--- config.mk ---
export PLATFORM = sky130hd
export DESIGN_NAME = gifl_regs
export DESIGN_NICKNAME = d
export VERILOG_FILES = /design/src/gifl_pkg.sv /design/src/gifl_pin_if.sv /design/src/gifl_regs.sv /design/src/gifl_pin_sync.sv /design/src/gifl_pin_detect.sv
export SDC_FILE = /design/constraint.sdc
export NUM_CORES = 1
export LEC_CHECK = 0
export ABC_AREA = 1
export BUFFER_PORTS_ARGS = -buffer_cell sky130_fd_sc_hd__buf_4
export CORE_AREA = 2 2 211 316
export DETAILED_ROUTE_END_ITERATION = 7
export DIE_AREA = 0 0 213 318
export PLACE_DENSITY = 0.74
export SLEW_MARGIN = 30
export SYNTH_ARGS = -nofsm -noshare
export SYNTH_HDL_FRONTEND = slang
export SYNTH_SLANG_ARGS = --single-unit
--- constraint.sdc ---
create_clock -name aclk -period 3.1 [get_ports aclk]
set_clock_uncertainty 0.1 [all_clocks]
set_input_delay 0.155 -clock aclk [delete_from_list [all_inputs] [get_ports aclk]]
set_output_delay 0.155 -clock aclk [all_outputs]
set_load 0.01 [all_outputs]
--- src/gifl_pkg.sv ---
package gifl_pkg;

  // ----------------------------------------------------------------
  // sizes
  // ----------------------------------------------------------------
  localparam int NPIN = 32;
  localparam int ADDR_W = 9;
  localparam int DATA_W = 32;
  localparam int NCTL = 5;
  localparam int RELOFF_W = 10;

  // ----------------------------------------------------------------
  // register byte offsets
  // ----------------------------------------------------------------
  localparam logic [8:0] OFF_IRQ_EN = 9'h090;
  localparam logic [8:0] OFF_MODE_LO = 9'h0A0;
  localparam logic [8:0] OFF_MODE_HI = 9'h0B0;
  localparam logic [8:0] OFF_GLITCH = 9'h0C0;
  localparam logic [8:0] OFF_FLAG = 9'h0D0;
  localparam logic [8:0] OFF_FLAG_CLR = 9'h0D8;
  localparam logic [8:0] OFF_EVENT = 9'h180;
  localparam logic [8:0] OFF_PROTECT = 9'h1A0;
  localparam logic [8:0] OFF_RELEASE = 9'h1E0;
  localparam logic [8:0] OFF_STATUS = 9'h1E4;
  localparam logic [8:0] OFF_IMPL = 9'h1F8;
  localparam logic [8:0] OFF_REV = 9'h1FC;

  // ----------------------------------------------------------------
  // slots of the lockable per-pin registers
  // ----------------------------------------------------------------
  localparam logic [2:0] IDX_IRQ_EN = 3'h0;
  localparam logic [2:0] IDX_MODE_LO = 3'h1;
  localparam logic [2:0] IDX_MODE_HI = 3'h2;
  localparam logic [2:0] IDX_GLITCH = 3'h3;
  localparam logic [2:0] IDX_EVENT = 3'h4;

  // ----------------------------------------------------------------
  // alias kinds, modes, fields, responses
  // ----------------------------------------------------------------
  localparam logic [1:0] ALIAS_RW = 2'h0;
  localparam logic [1:0] ALIAS_SET = 2'h1;
  localparam logic [1:0] ALIAS_CLR = 2'h2;
  localparam logic [1:0] ALIAS_TGL = 2'h3;
  localparam logic [1:0] MODE_CHANGE = 2'h0;
  localparam logic [1:0] MODE_RISE = 2'h1;
  localparam logic [1:0] MODE_FALL = 2'h2;
  localparam logic [1:0] MODE_RSVD = 2'h3;
  localparam int KEY_MSB = 31;
  localparam int KEY_LSB = 24;
  localparam logic [7:0] KEY_VALUE = 8'hAA;
  localparam int RELOFF_MSB = 9;
  localparam int RELOFF_LSB = 0;
  localparam int ERR_BIT = 0;
  localparam int REV_LSB = 0;
  localparam int VARIANT_LSB = 16;
  localparam logic [31:0] RST_WORD = 32'h0000_0000;
  localparam logic [1:0] RESP_OKAY = 2'h0;
  localparam logic [1:0] RESP_SLVERR = 2'h2;

endpackage : gifl_pkg

--- src/gifl_pin_if.sv ---
interface gifl_pin_if;
  logic [gifl_pkg::NPIN-1:0] level;
  logic [gifl_pkg::NPIN-1:0] filt_en;
  logic [gifl_pkg::NPIN-1:0] mode_lo;
  logic [gifl_pkg::NPIN-1:0] mode_hi;
  logic [gifl_pkg::NPIN-1:0] hit;
  modport det (input level, input filt_en, input mode_lo, input mode_hi, output hit);
  modport ctl (output level, output filt_en, output mode_lo, output mode_hi, input hit);
endinterface : gifl_pin_if

--- src/gifl_regs.sv ---
// The AXI4-Lite register port was decided locally.
module gifl_regs #(
  parameter logic [gifl_pkg::RELOFF_W-1:0] PORT_OFFSET = 10'h000,
  parameter logic [gifl_pkg::NPIN-1:0] IMPL_MASK = 32'hFFFF_FFFF,
  parameter logic [gifl_pkg::NPIN-1:0] GLITCH_RESET = 32'h0000_0000,
  // arbitrary value
  parameter logic [11:0] REV_NUMBER = 12'h101,
  // arbitrary value
  parameter logic [3:0] REV_VARIANT = 4'h0
) (
  // clock, reset, enable
  input wire logic aclk,
  input wire logic aresetn,
  input wire logic ce,
  // axi4-lite write
  input wire logic [gifl_pkg::ADDR_W-1:0] s_axi_awaddr,
  input wire logic s_axi_awvalid,
  output logic s_axi_awready,
  input wire logic [gifl_pkg::DATA_W-1:0] s_axi_wdata,
  input wire logic [3:0] s_axi_wstrb,
  input wire logic s_axi_wvalid,
  output logic s_axi_wready,
  output logic [1:0] s_axi_bresp,
  output logic s_axi_bvalid,
  input wire logic s_axi_bready,
  // axi4-lite read
  input wire logic [gifl_pkg::ADDR_W-1:0] s_axi_araddr,
  input wire logic s_axi_arvalid,
  output logic s_axi_arready,
  output logic [gifl_pkg::DATA_W-1:0] s_axi_rdata,
  output logic [1:0] s_axi_rresp,
  output logic s_axi_rvalid,
  input wire logic s_axi_rready,
  // pins and events
  input wire logic [gifl_pkg::NPIN-1:0] pin_level,
  output logic [gifl_pkg::NPIN-1:0] pin_event
);
  import gifl_pkg::*;

  // ----------------------------------------------------------------
  // state
  // ----------------------------------------------------------------
  logic awready_q, wready_q, bvalid_q, arready_q, rvalid_q;
  logic [1:0] bresp_q, rresp_q;
  logic [DATA_W-1:0] rdata_q, w_data_q;
  logic [ADDR_W-1:0] aw_addr_q;
  logic [3:0] w_strb_q;
  logic [NPIN-1:0] ctl_q [NCTL];
  logic [NPIN-1:0] protect_q, flag_q, flag_d, pin_event_q, pin_sync;
  logic access_err_q, access_err_d, armed_q;
  logic [RELOFF_W-1:0] armed_off_q;

  // ----------------------------------------------------------------
  // helpers
  // ----------------------------------------------------------------
  function automatic logic [3:0] ctl_slot(input logic [8:0] base);
    unique case (base)
      OFF_IRQ_EN: ctl_slot = {1'b1, IDX_IRQ_EN};
      OFF_MODE_LO: ctl_slot = {1'b1, IDX_MODE_LO};
      OFF_MODE_HI: ctl_slot = {1'b1, IDX_MODE_HI};
      OFF_GLITCH: ctl_slot = {1'b1, IDX_GLITCH};
      OFF_EVENT: ctl_slot = {1'b1, IDX_EVENT};
      default: ctl_slot = 4'h0;
    endcase
  endfunction : ctl_slot
  function automatic logic [31:0] apply_alias(input logic [31:0] cur, input logic [31:0] wd,
                                              input logic [31:0] m, input logic [1:0] kind);
    unique case (kind)
      ALIAS_RW: apply_alias = (cur & ~m) | (wd & m);
      ALIAS_SET: apply_alias = cur | (wd & m);
      ALIAS_CLR: apply_alias = cur & ~(wd & m);
      ALIAS_TGL: apply_alias = cur ^ (wd & m);
    endcase
  endfunction : apply_alias

  // ----------------------------------------------------------------
  // pin path
  // ----------------------------------------------------------------
  gifl_pin_if pif ();
  gifl_pin_sync u_sync (
    .aclk(aclk),
    .aresetn(aresetn),
    .ce(ce),
    .pin_raw(pin_level),
    .pin_sync(pin_sync)
  );
  assign pif.level = pin_sync;
  assign pif.filt_en = ctl_q[IDX_GLITCH];
  assign pif.mode_lo = ctl_q[IDX_MODE_LO];
  assign pif.mode_hi = ctl_q[IDX_MODE_HI];
  gifl_pin_detect u_detect (
    .aclk(aclk),
    .aresetn(aresetn),
    .ce(ce),
    .pif(pif)
  );

  // ----------------------------------------------------------------
  // write decode
  // ----------------------------------------------------------------
  logic wr_go, wr_ctl, wr_prot, prot_pass, wr_release, key_ok, wr_known, err_set;
  logic [8:0] wr_base, wr_word;
  logic [1:0] wr_alias;
  logic [3:0] wr_slot;
  logic [2:0] wr_idx;
  logic [31:0] wr_mask, wr_bits, ctl_cur, ctl_new, ctl_kept, viol_bits;
  assign wr_go = !awready_q && !wready_q && !bvalid_q;
  always_comb begin
    wr_base = {aw_addr_q[ADDR_W-1:4], 4'h0};
    wr_word = {aw_addr_q[ADDR_W-1:2], 2'h0};
    wr_alias = aw_addr_q[3:2];
    wr_slot = ctl_slot(wr_base);
    wr_idx = wr_slot[2:0];
    wr_ctl = wr_go && wr_slot[3];
    for (int b = 0; b < 4; b++) begin
      wr_mask[8*b +: 8] = {8{w_strb_q[b]}};
    end
    wr_bits = w_data_q & wr_mask;
    ctl_cur = ctl_q[wr_idx];
    ctl_new = apply_alias(ctl_cur, w_data_q, wr_mask, wr_alias);
    viol_bits = (ctl_new ^ ctl_cur) & protect_q;
    ctl_kept = (ctl_new & ~protect_q) | (ctl_cur & protect_q);
    wr_prot = wr_go && (wr_base == OFF_PROTECT);
    // the offset field carries the port's own offset too
    prot_pass = (wr_alias == ALIAS_SET) ||
                (armed_q && (armed_off_q == RELOFF_W'(PORT_OFFSET + {1'b0, wr_word})));
    wr_release = wr_go && (wr_word == OFF_RELEASE);
    key_ok = (w_data_q[KEY_MSB:KEY_LSB] == KEY_VALUE);
    wr_known = wr_slot[3] || (wr_base == OFF_PROTECT) || (wr_word == OFF_FLAG) ||
               (wr_word == OFF_FLAG_CLR) || (wr_word == OFF_RELEASE) ||
               (wr_word == OFF_STATUS) || (wr_word == OFF_IMPL) || (wr_word == OFF_REV);
    err_set = (wr_ctl && (viol_bits != '0)) || (wr_prot && !prot_pass);
  end

  // ----------------------------------------------------------------
  // axi write channels
  // ----------------------------------------------------------------
  always_ff @(posedge aclk) begin
    if (!aresetn) begin
      awready_q <= 1'b1;
      wready_q <= 1'b1;
      bvalid_q <= 1'b0;
      bresp_q <= RESP_OKAY;
      aw_addr_q <= '0;
      w_data_q <= '0;
      w_strb_q <= 4'h0;
    end else if (ce) begin
      if (s_axi_awvalid && awready_q) begin
        awready_q <= 1'b0;
        aw_addr_q <= s_axi_awaddr;
      end
      if (s_axi_wvalid && wready_q) begin
        wready_q <= 1'b0;
        w_data_q <= s_axi_wdata;
        w_strb_q <= s_axi_wstrb;
      end
      if (wr_go) begin
        bvalid_q <= 1'b1;
        bresp_q <= wr_known ? RESP_OKAY : RESP_SLVERR;
      end
      if (bvalid_q && s_axi_bready) begin
        bvalid_q <= 1'b0;
        awready_q <= 1'b1;
        wready_q <= 1'b1;
      end
    end
  end

  // ----------------------------------------------------------------
  // lockable per-pin registers
  // ----------------------------------------------------------------
  always_ff @(posedge aclk) begin
    if (!aresetn) begin
      for (int k = 0; k < NCTL; k++) begin
        ctl_q[k] <= (k == int'(IDX_GLITCH)) ? GLITCH_RESET : RST_WORD;
      end
    end else if (ce && wr_ctl) begin
      ctl_q[wr_idx] <= ctl_kept;
    end
  end

  // ----------------------------------------------------------------
  // protection and key sequence
  // ----------------------------------------------------------------
  always_ff @(posedge aclk) begin
    if (!aresetn) begin
      protect_q <= RST_WORD;
    end else if (ce && wr_prot && prot_pass) begin
      protect_q <= apply_alias(protect_q, w_data_q, wr_mask, wr_alias);
    end
  end

  // any write spends the arming; only a good key write re-arms
  always_ff @(posedge aclk) begin
    if (!aresetn) begin
      armed_q <= 1'b0;
      armed_off_q <= '0;
    end else if (ce && wr_go) begin
      armed_q <= wr_release && key_ok;
      armed_off_q <= w_data_q[RELOFF_MSB:RELOFF_LSB];
    end
  end
  always_comb begin
    access_err_d = access_err_q;
    if (wr_go && (wr_word == OFF_STATUS) && w_strb_q[0] && !w_data_q[ERR_BIT]) begin
      access_err_d = 1'b0;
    end
    // a new violation outranks the software clear
    if (err_set) begin
      access_err_d = 1'b1;
    end
  end
  always_ff @(posedge aclk) begin
    if (!aresetn) begin
      access_err_q <= 1'b0;
    end else if (ce) begin
      access_err_q <= access_err_d;
    end
  end

  // ----------------------------------------------------------------
  // flags and events
  // ----------------------------------------------------------------
  always_comb begin
    flag_d = flag_q;
    if (wr_go && (wr_word == OFF_FLAG_CLR)) begin
      flag_d = flag_q & ~wr_bits;
    end
    flag_d = flag_d | (pif.hit & ctl_q[IDX_IRQ_EN]);
  end
  always_ff @(posedge aclk) begin
    if (!aresetn) begin
      flag_q <= RST_WORD;
      pin_event_q <= RST_WORD;
    end else if (ce) begin
      flag_q <= flag_d;
      pin_event_q <= pif.hit & ctl_q[IDX_EVENT];
    end
  end

  // ----------------------------------------------------------------
  // read path
  // ----------------------------------------------------------------
  logic [8:0] rd_word;
  logic [3:0] rd_slot;
  logic [31:0] rd_val;
  logic rd_ok;
  always_comb begin
    rd_word = {s_axi_araddr[ADDR_W-1:2], 2'h0};
    rd_slot = ctl_slot({s_axi_araddr[ADDR_W-1:4], 4'h0});
    rd_val = RST_WORD;
    rd_ok = 1'b1;
    if (rd_slot[3]) begin
      rd_val = ctl_q[rd_slot[2:0]];
    end else if ({s_axi_araddr[ADDR_W-1:4], 4'h0} == OFF_PROTECT) begin
      rd_val = protect_q;
    end else begin
      case (rd_word)
        OFF_FLAG: rd_val = flag_q;
        OFF_FLAG_CLR: rd_val = flag_q;
        OFF_RELEASE: rd_val = RST_WORD;
        OFF_STATUS: rd_val[ERR_BIT] = access_err_q;
        OFF_IMPL: rd_val = IMPL_MASK;
        OFF_REV: begin
          rd_val[REV_LSB +: 12] = REV_NUMBER;
          rd_val[VARIANT_LSB +: 4] = REV_VARIANT;
        end
        default: rd_ok = 1'b0;
      endcase
    end
  end
  always_ff @(posedge aclk) begin
    if (!aresetn) begin
      arready_q <= 1'b1;
      rvalid_q <= 1'b0;
      rresp_q <= RESP_OKAY;
      rdata_q <= RST_WORD;
    end else if (ce) begin
      if (s_axi_arvalid && arready_q) begin
        arready_q <= 1'b0;
        rvalid_q <= 1'b1;
        rdata_q <= rd_val;
        rresp_q <= rd_ok ? RESP_OKAY : RESP_SLVERR;
      end else if (rvalid_q && s_axi_rready) begin
        rvalid_q <= 1'b0;
        arready_q <= 1'b1;
      end
    end
  end
  assign s_axi_awready = awready_q;
  assign s_axi_wready = wready_q;
  assign s_axi_bvalid = bvalid_q;
  assign s_axi_bresp = bresp_q;
  assign s_axi_arready = arready_q;
  assign s_axi_rvalid = rvalid_q;
  assign s_axi_rresp = rresp_q;
  assign s_axi_rdata = rdata_q;
  assign pin_event = pin_event_q;
endmodule : gifl_regs

--- src/gifl_pin_sync.sv ---
module gifl_pin_sync (
  // clock and reset
  input wire logic aclk,
  input wire logic aresetn,
  input wire logic ce,
  // pins
  input wire logic [gifl_pkg::NPIN-1:0] pin_raw,
  output logic [gifl_pkg::NPIN-1:0] pin_sync
);
  import gifl_pkg::*;

  // ----------------------------------------------------------------
  // two-stage synchroniser per pin
  // ----------------------------------------------------------------
  for (genvar i = 0; i < NPIN; i++) begin : g_bit
    logic meta_q;
    logic sync_q;
    always_ff @(posedge aclk) begin
      if (!aresetn) begin
        meta_q <= 1'b0;
        sync_q <= 1'b0;
      end else if (ce) begin
        meta_q <= pin_raw[i];
        sync_q <= meta_q;
      end
    end
    assign pin_sync[i] = sync_q;
  end

endmodule : gifl_pin_sync

--- src/gifl_pin_detect.sv ---
module gifl_pin_detect (
  // clock and reset
  input wire logic aclk,
  input wire logic aresetn,
  input wire logic ce,
  // pin conditions
  gifl_pin_if.det pif
);
  import gifl_pkg::*;

  // ----------------------------------------------------------------
  // filter and edge detection per pin
  // ----------------------------------------------------------------
  for (genvar i = 0; i < NPIN; i++) begin : g_pin
    logic prev_q;
    logic lvl_q;
    logic hit_q;
    logic lvl_d;
    logic rise;
    logic fall;
    logic cond;
    always_comb begin
      // filtered level only moves after two equal samples
      lvl_d = (pif.filt_en[i] && (pif.level[i] != prev_q)) ? lvl_q : pif.level[i];
      rise = lvl_d & ~lvl_q;
      fall = ~lvl_d & lvl_q;
      unique case ({pif.mode_hi[i], pif.mode_lo[i]})
        MODE_CHANGE: cond = rise | fall;
        MODE_RISE: cond = rise;
        MODE_FALL: cond = fall;
        MODE_RSVD: cond = 1'b0;
      endcase
    end
    always_ff @(posedge aclk) begin
      if (!aresetn) begin
        prev_q <= 1'b0;
        lvl_q <= 1'b0;
        hit_q <= 1'b0;
      end else if (ce) begin
        prev_q <= pif.level[i];
        lvl_q <= lvl_d;
        hit_q <= cond;
      end
    end
    assign pif.hit[i] = hit_q;

  end
endmodule : gifl_pin_detect

==> impl_summary.md <==
Setup path
The family with the most delay on the worst path is simple AND/OR/NAND/NOR gates. Data arrives at the worst endpoint at 3.59 ns. The cell occurring most often along the worst timing path is sky130_fd_sc_hd__nand2_1.

Along the worst path, the maximum fanout reaches 8. Among all stages on the critical path, the largest delay is contributed by sky130_fd_sc_hd__dfxtp_2. The worst setup path is captured at a register.

The largest single stage delay on the critical path is 0.35 ns. The number of buffers and inverters on the critical path is 4. STA classifies the critical path startpoint as a register. The setup slack of the most critical reg-to-reg path is -0.05 ns.

STA puts the critical path data required time at 3.54 ns. The critical path is of the register to register type.

Logic synthesis
The biggest area consumer among synthesized cells is sky130_fd_sc_hd__edfxtp_1. By area the synthesized netlist is led by sky130_fd_sc_hd__edfxtp_1 (24%), sky130_fd_sc_hd__dfxtp_1 (22%), sky130_fd_sc_hd__nand2_1 (8.7%). The commonest cells after synthesis are sky130_fd_sc_hd__nand2_1 (744), sky130_fd_sc_hd__inv_1 (515), sky130_fd_sc_hd__o21ai_0 (512). The post-synthesis area per instance is 7.58 um^2. The number of enable-type register cells in the synthesized netlist is 256.

The number of synthesis warnings is 0. The library cell with the highest instance count after synthesis is sky130_fd_sc_hd__nand2_1. The area fraction of the dominant cell type after synthesis is 0.239. The cell count after synthesis came out at 4254.

In the synthesized netlist the async set-or-reset flop fraction comes to 0. The number of storage elements in the synthesis netlist is 606. In the synthesized netlist the dominant register cell turns out to be sky130_fd_sc_hd__dfxtp_1. In this run the cell area of the synthesized design comes to 0.0322 mm^2. The netlist uses 44 different library cells.

The share of the Yosys chip area taken by registers is 0.456.

Timing
The relative max-transition margin is 0.370. Setup repair after global routing could not meet its margin everywhere. The maximum operating frequency is 0.317 GHz.

Once routing completed, OpenROAD measured the worst setup slack at -0.0509 ns. The count of endpoints failing hold in the final timing report was 0. After layout, the minimum clock period comes to 3.15 ns. The number of pins exceeding their max-slew limit in the final report is 0. The aggregate negative setup slack is -0.0509 ns.

The final worst hold slack is 0.157 ns. The final period utilization is 1.02. The count of endpoints failing setup in the final report is 1.

The transition at the pin with the smallest max-transition slack is 0.946 ns.

Finish
The net count of the finished layout is 4822. The share of the core filled with cells is 0.602. The fraction of final layout cells sized beyond drive strength 1 is 0.129. The signed area change from the synthesized netlist to the final layout is 21.8%. 0 antenna diodes ended up in the layout.

The filler cell count in the final layout is 5701.

Routing
The number of search-and-repair iterations in the first detailed-routing pass is 6. Summing over every cut layer, the via total after detailed routing is 30600. The final layout contains routed wiring with a total length of 101000 um.

After the first detailed-routing iteration, the DRC count stood at 3313. In the routed layout, each cell is associated on average with a via count of 5.54. In the final routed layout, each cell accounts on average for 18.3 um. The total DRC errors in the routed layout is 0.

The number of nets still failing antenna checks after routing is 0.

Place
The pre-CTS setup slack is -0.0738 ns. Detailed placement finished with a half-perimeter wire length of 66800 um. Buffers placed on the I/O ports in this run total 160. The final RePlAce weighted congestion is 0.907.

Clocking
At the later pin of the worst-skew pair, clock insertion delay measures 0.64 ns. The number of buffers created by CTS is 58. The root buffer cell is sky130_fd_sc_hd__clkbuf_16. For this design, the sink count on the clock tree is 606.

In this run the number of H-tree levels came out at 2. TritonCTS built the clock tree. In this run the deepest clock path goes through 3 buffers. After clock tree synthesis, the clock-pin slew on the worst setup and hold paths is 0.07 ns.

Floorplanning
In this run the standard cell core region covers 0.0652 mm^2. Pin placement for this block handled 167 I/O pins. The die covers 0.0677 mm^2.

The die is 213 um wide. For this configuration, the core starts out at a cell density of 0.494. From bottom edge to top edge, the die measures 318 um. Row generation in the floorplan step produced 115 rows.

Global routing
The via count of the first global-routing pass is 27600. The total track usage is 0.288. The first global-routing pass estimated 153000 um of wire. The initial antenna violation count is 1.

The maximum number of pins on one net before global-route repair is 225. After global routing the overflow that remains totals 0.

Pwr
In this run the power density over the cells is 490 mW/mm^2. IR analysis of the VDD net gives a maximum drop of 0.000392 V. In this run the static leakage power is 17.4 nW.

Run status
The checks that failed: negative setup slack. The flow ran to the end, but the final reports show violations.

Worst hold path
The min-delay analysis places its worst path in the category input pin to register.

Run
The tool flagged a number of max-cap violations equal to 0.
[cell type report]
class | instances | area, um^2 | area share
multi-input cells | 2942 | 15100 | 0.384
flip-flops and latches | 606 | 14700 | 0.375
repair buffers | 443 | 4240 | 0.108
inverters | 549 | 2080 | 0.0531
clock buffers | 79 | 1790 | 0.0455
well taps | 877 | 1100 | 0.0280
clock inverters | 30 | 273 | 0.00695
[where the power goes]
| group | switching, mW | internal [mW] | leakage (nW) | total [mW] |
|---|---|---|---|---|
| clock | 3.28 | 4.38 | 1.02 | 7.66 |
| sequential | 0.233 | 8.78 | 5.49 | 9.01 |
| combinational | 1.64 | 0.931 | 10.9 | 2.57 |
| total | 5.15 | 14.1 | 17.4 | 19.2 |
[through the flow]
stage | power, mW | cells | area (um^2)
after floorplan | 10.6 | 4351 | 32600
after global placement | 11.4 | 5296 | 35500
after detailed placement | 11.5 | 5296 | 35500
after CTS | 19.2 | 5499 | 38500
after global routing | 19.9 | 5526 | 39200
final | 19.2 | 5526 | 39200
[state kept, by name, indices dropped and copies added, names as in the netlist, 4 cells and up]
name,count
pin_event,32
armed_off_q,10
u_detect.g_pin.prev_q,32
s_axi_rdata,32
aw_addr_q,7
w_strb_q,4
u_sync.g_bit.meta_q,32
flag_q,32
ctl_q,256
protect_q,32
w_data_q,32
u_sync.g_bit.sync_q,32
u_detect.g_pin.hit_q,32
u_detect.g_pin.lvl_q,32
[cells by family (layout without fill, tap and decap cells)]
kind of cell / after synthesis / in the layout / synth area share
flip-flops: 606 / 606 / 0.456
adder cells (fa/ha/maj): 128 / 128 / 0.0497
XOR/XNOR: 6 / 6 / 0.00163
other: 1 / 98 / 0.000116
AND/OR/NAND/NOR: 1580 / 1582 / 0.207
AO/OA/AOI/OAI: 1128 / 1128 / 0.188
buffers and inverters: 805 / 1101 / 0.0975
[worst min-delay path, stage by stage]
cell and delay, ns:
sky130_fd_sc_hd__buf_4 0.11, sky130_fd_sc_hd__inv_1 0.07, sky130_fd_sc_hd__nand3_1 0.19, sky130_fd_sc_hd__nand4_1 0.23
sky130_fd_sc_hd__a21oi_1 0.09
[final timing paths]
check | startpoint | to | cells past startpoint
max | aw_addr_q[7] | access_err_q | 25
min | s_axi_araddr[3] | s_axi_rresp[1] | 5
max reg2reg | aw_addr_q[7] | access_err_q | 25
min reg2reg | w_data_q[20] | w_data_q[20] | 2
[repair_timing]
action	4_1_cts	5_1_grt
pin swaps	3	38
hold buffers	89	0
hold endpoints to repair	124	0
buffers inserted	4	11
setup endpoints to repair	12	114
cloned	1	16
gates resized for setup	13	103
[layout by cell type (no fill, tap or decap), types with 98 or more instances in the layout]
master                     netlist  final
sky130_fd_sc_hd__dfxtp_1       350    344
sky130_fd_sc_hd__nor2_1        412    403
sky130_fd_sc_hd__ha_1          128    123
sky130_fd_sc_hd__buf_4           7    295
sky130_fd_sc_hd__edfxtp_1      256    256
sky130_fd_sc_hd__inv_1         515    493
sky130_fd_sc_hd__nand3_1       320    319
sky130_fd_sc_hd__conb_1          1     98
sky130_fd_sc_hd__o21ai_0       512    503
sky130_fd_sc_hd__nand2_1       744    704
sky130_fd_sc_hd__a21oi_1       446    446
[metal layers]
| metal | share of wire | track usage | wire [um] |
|---|---|---|---|
| met4 | 0.043 | 0.123 | 4380 |
| met2 | 0.45 | 0.442 | 45100 |
| met3 | 0.091 | 0.0422 | 9240 |
| met1 | 0.42 | 0.403 | 42600 |
| met5 | 0.000099 | 0 | 10 |
Power figures use the tool's default switching activity.
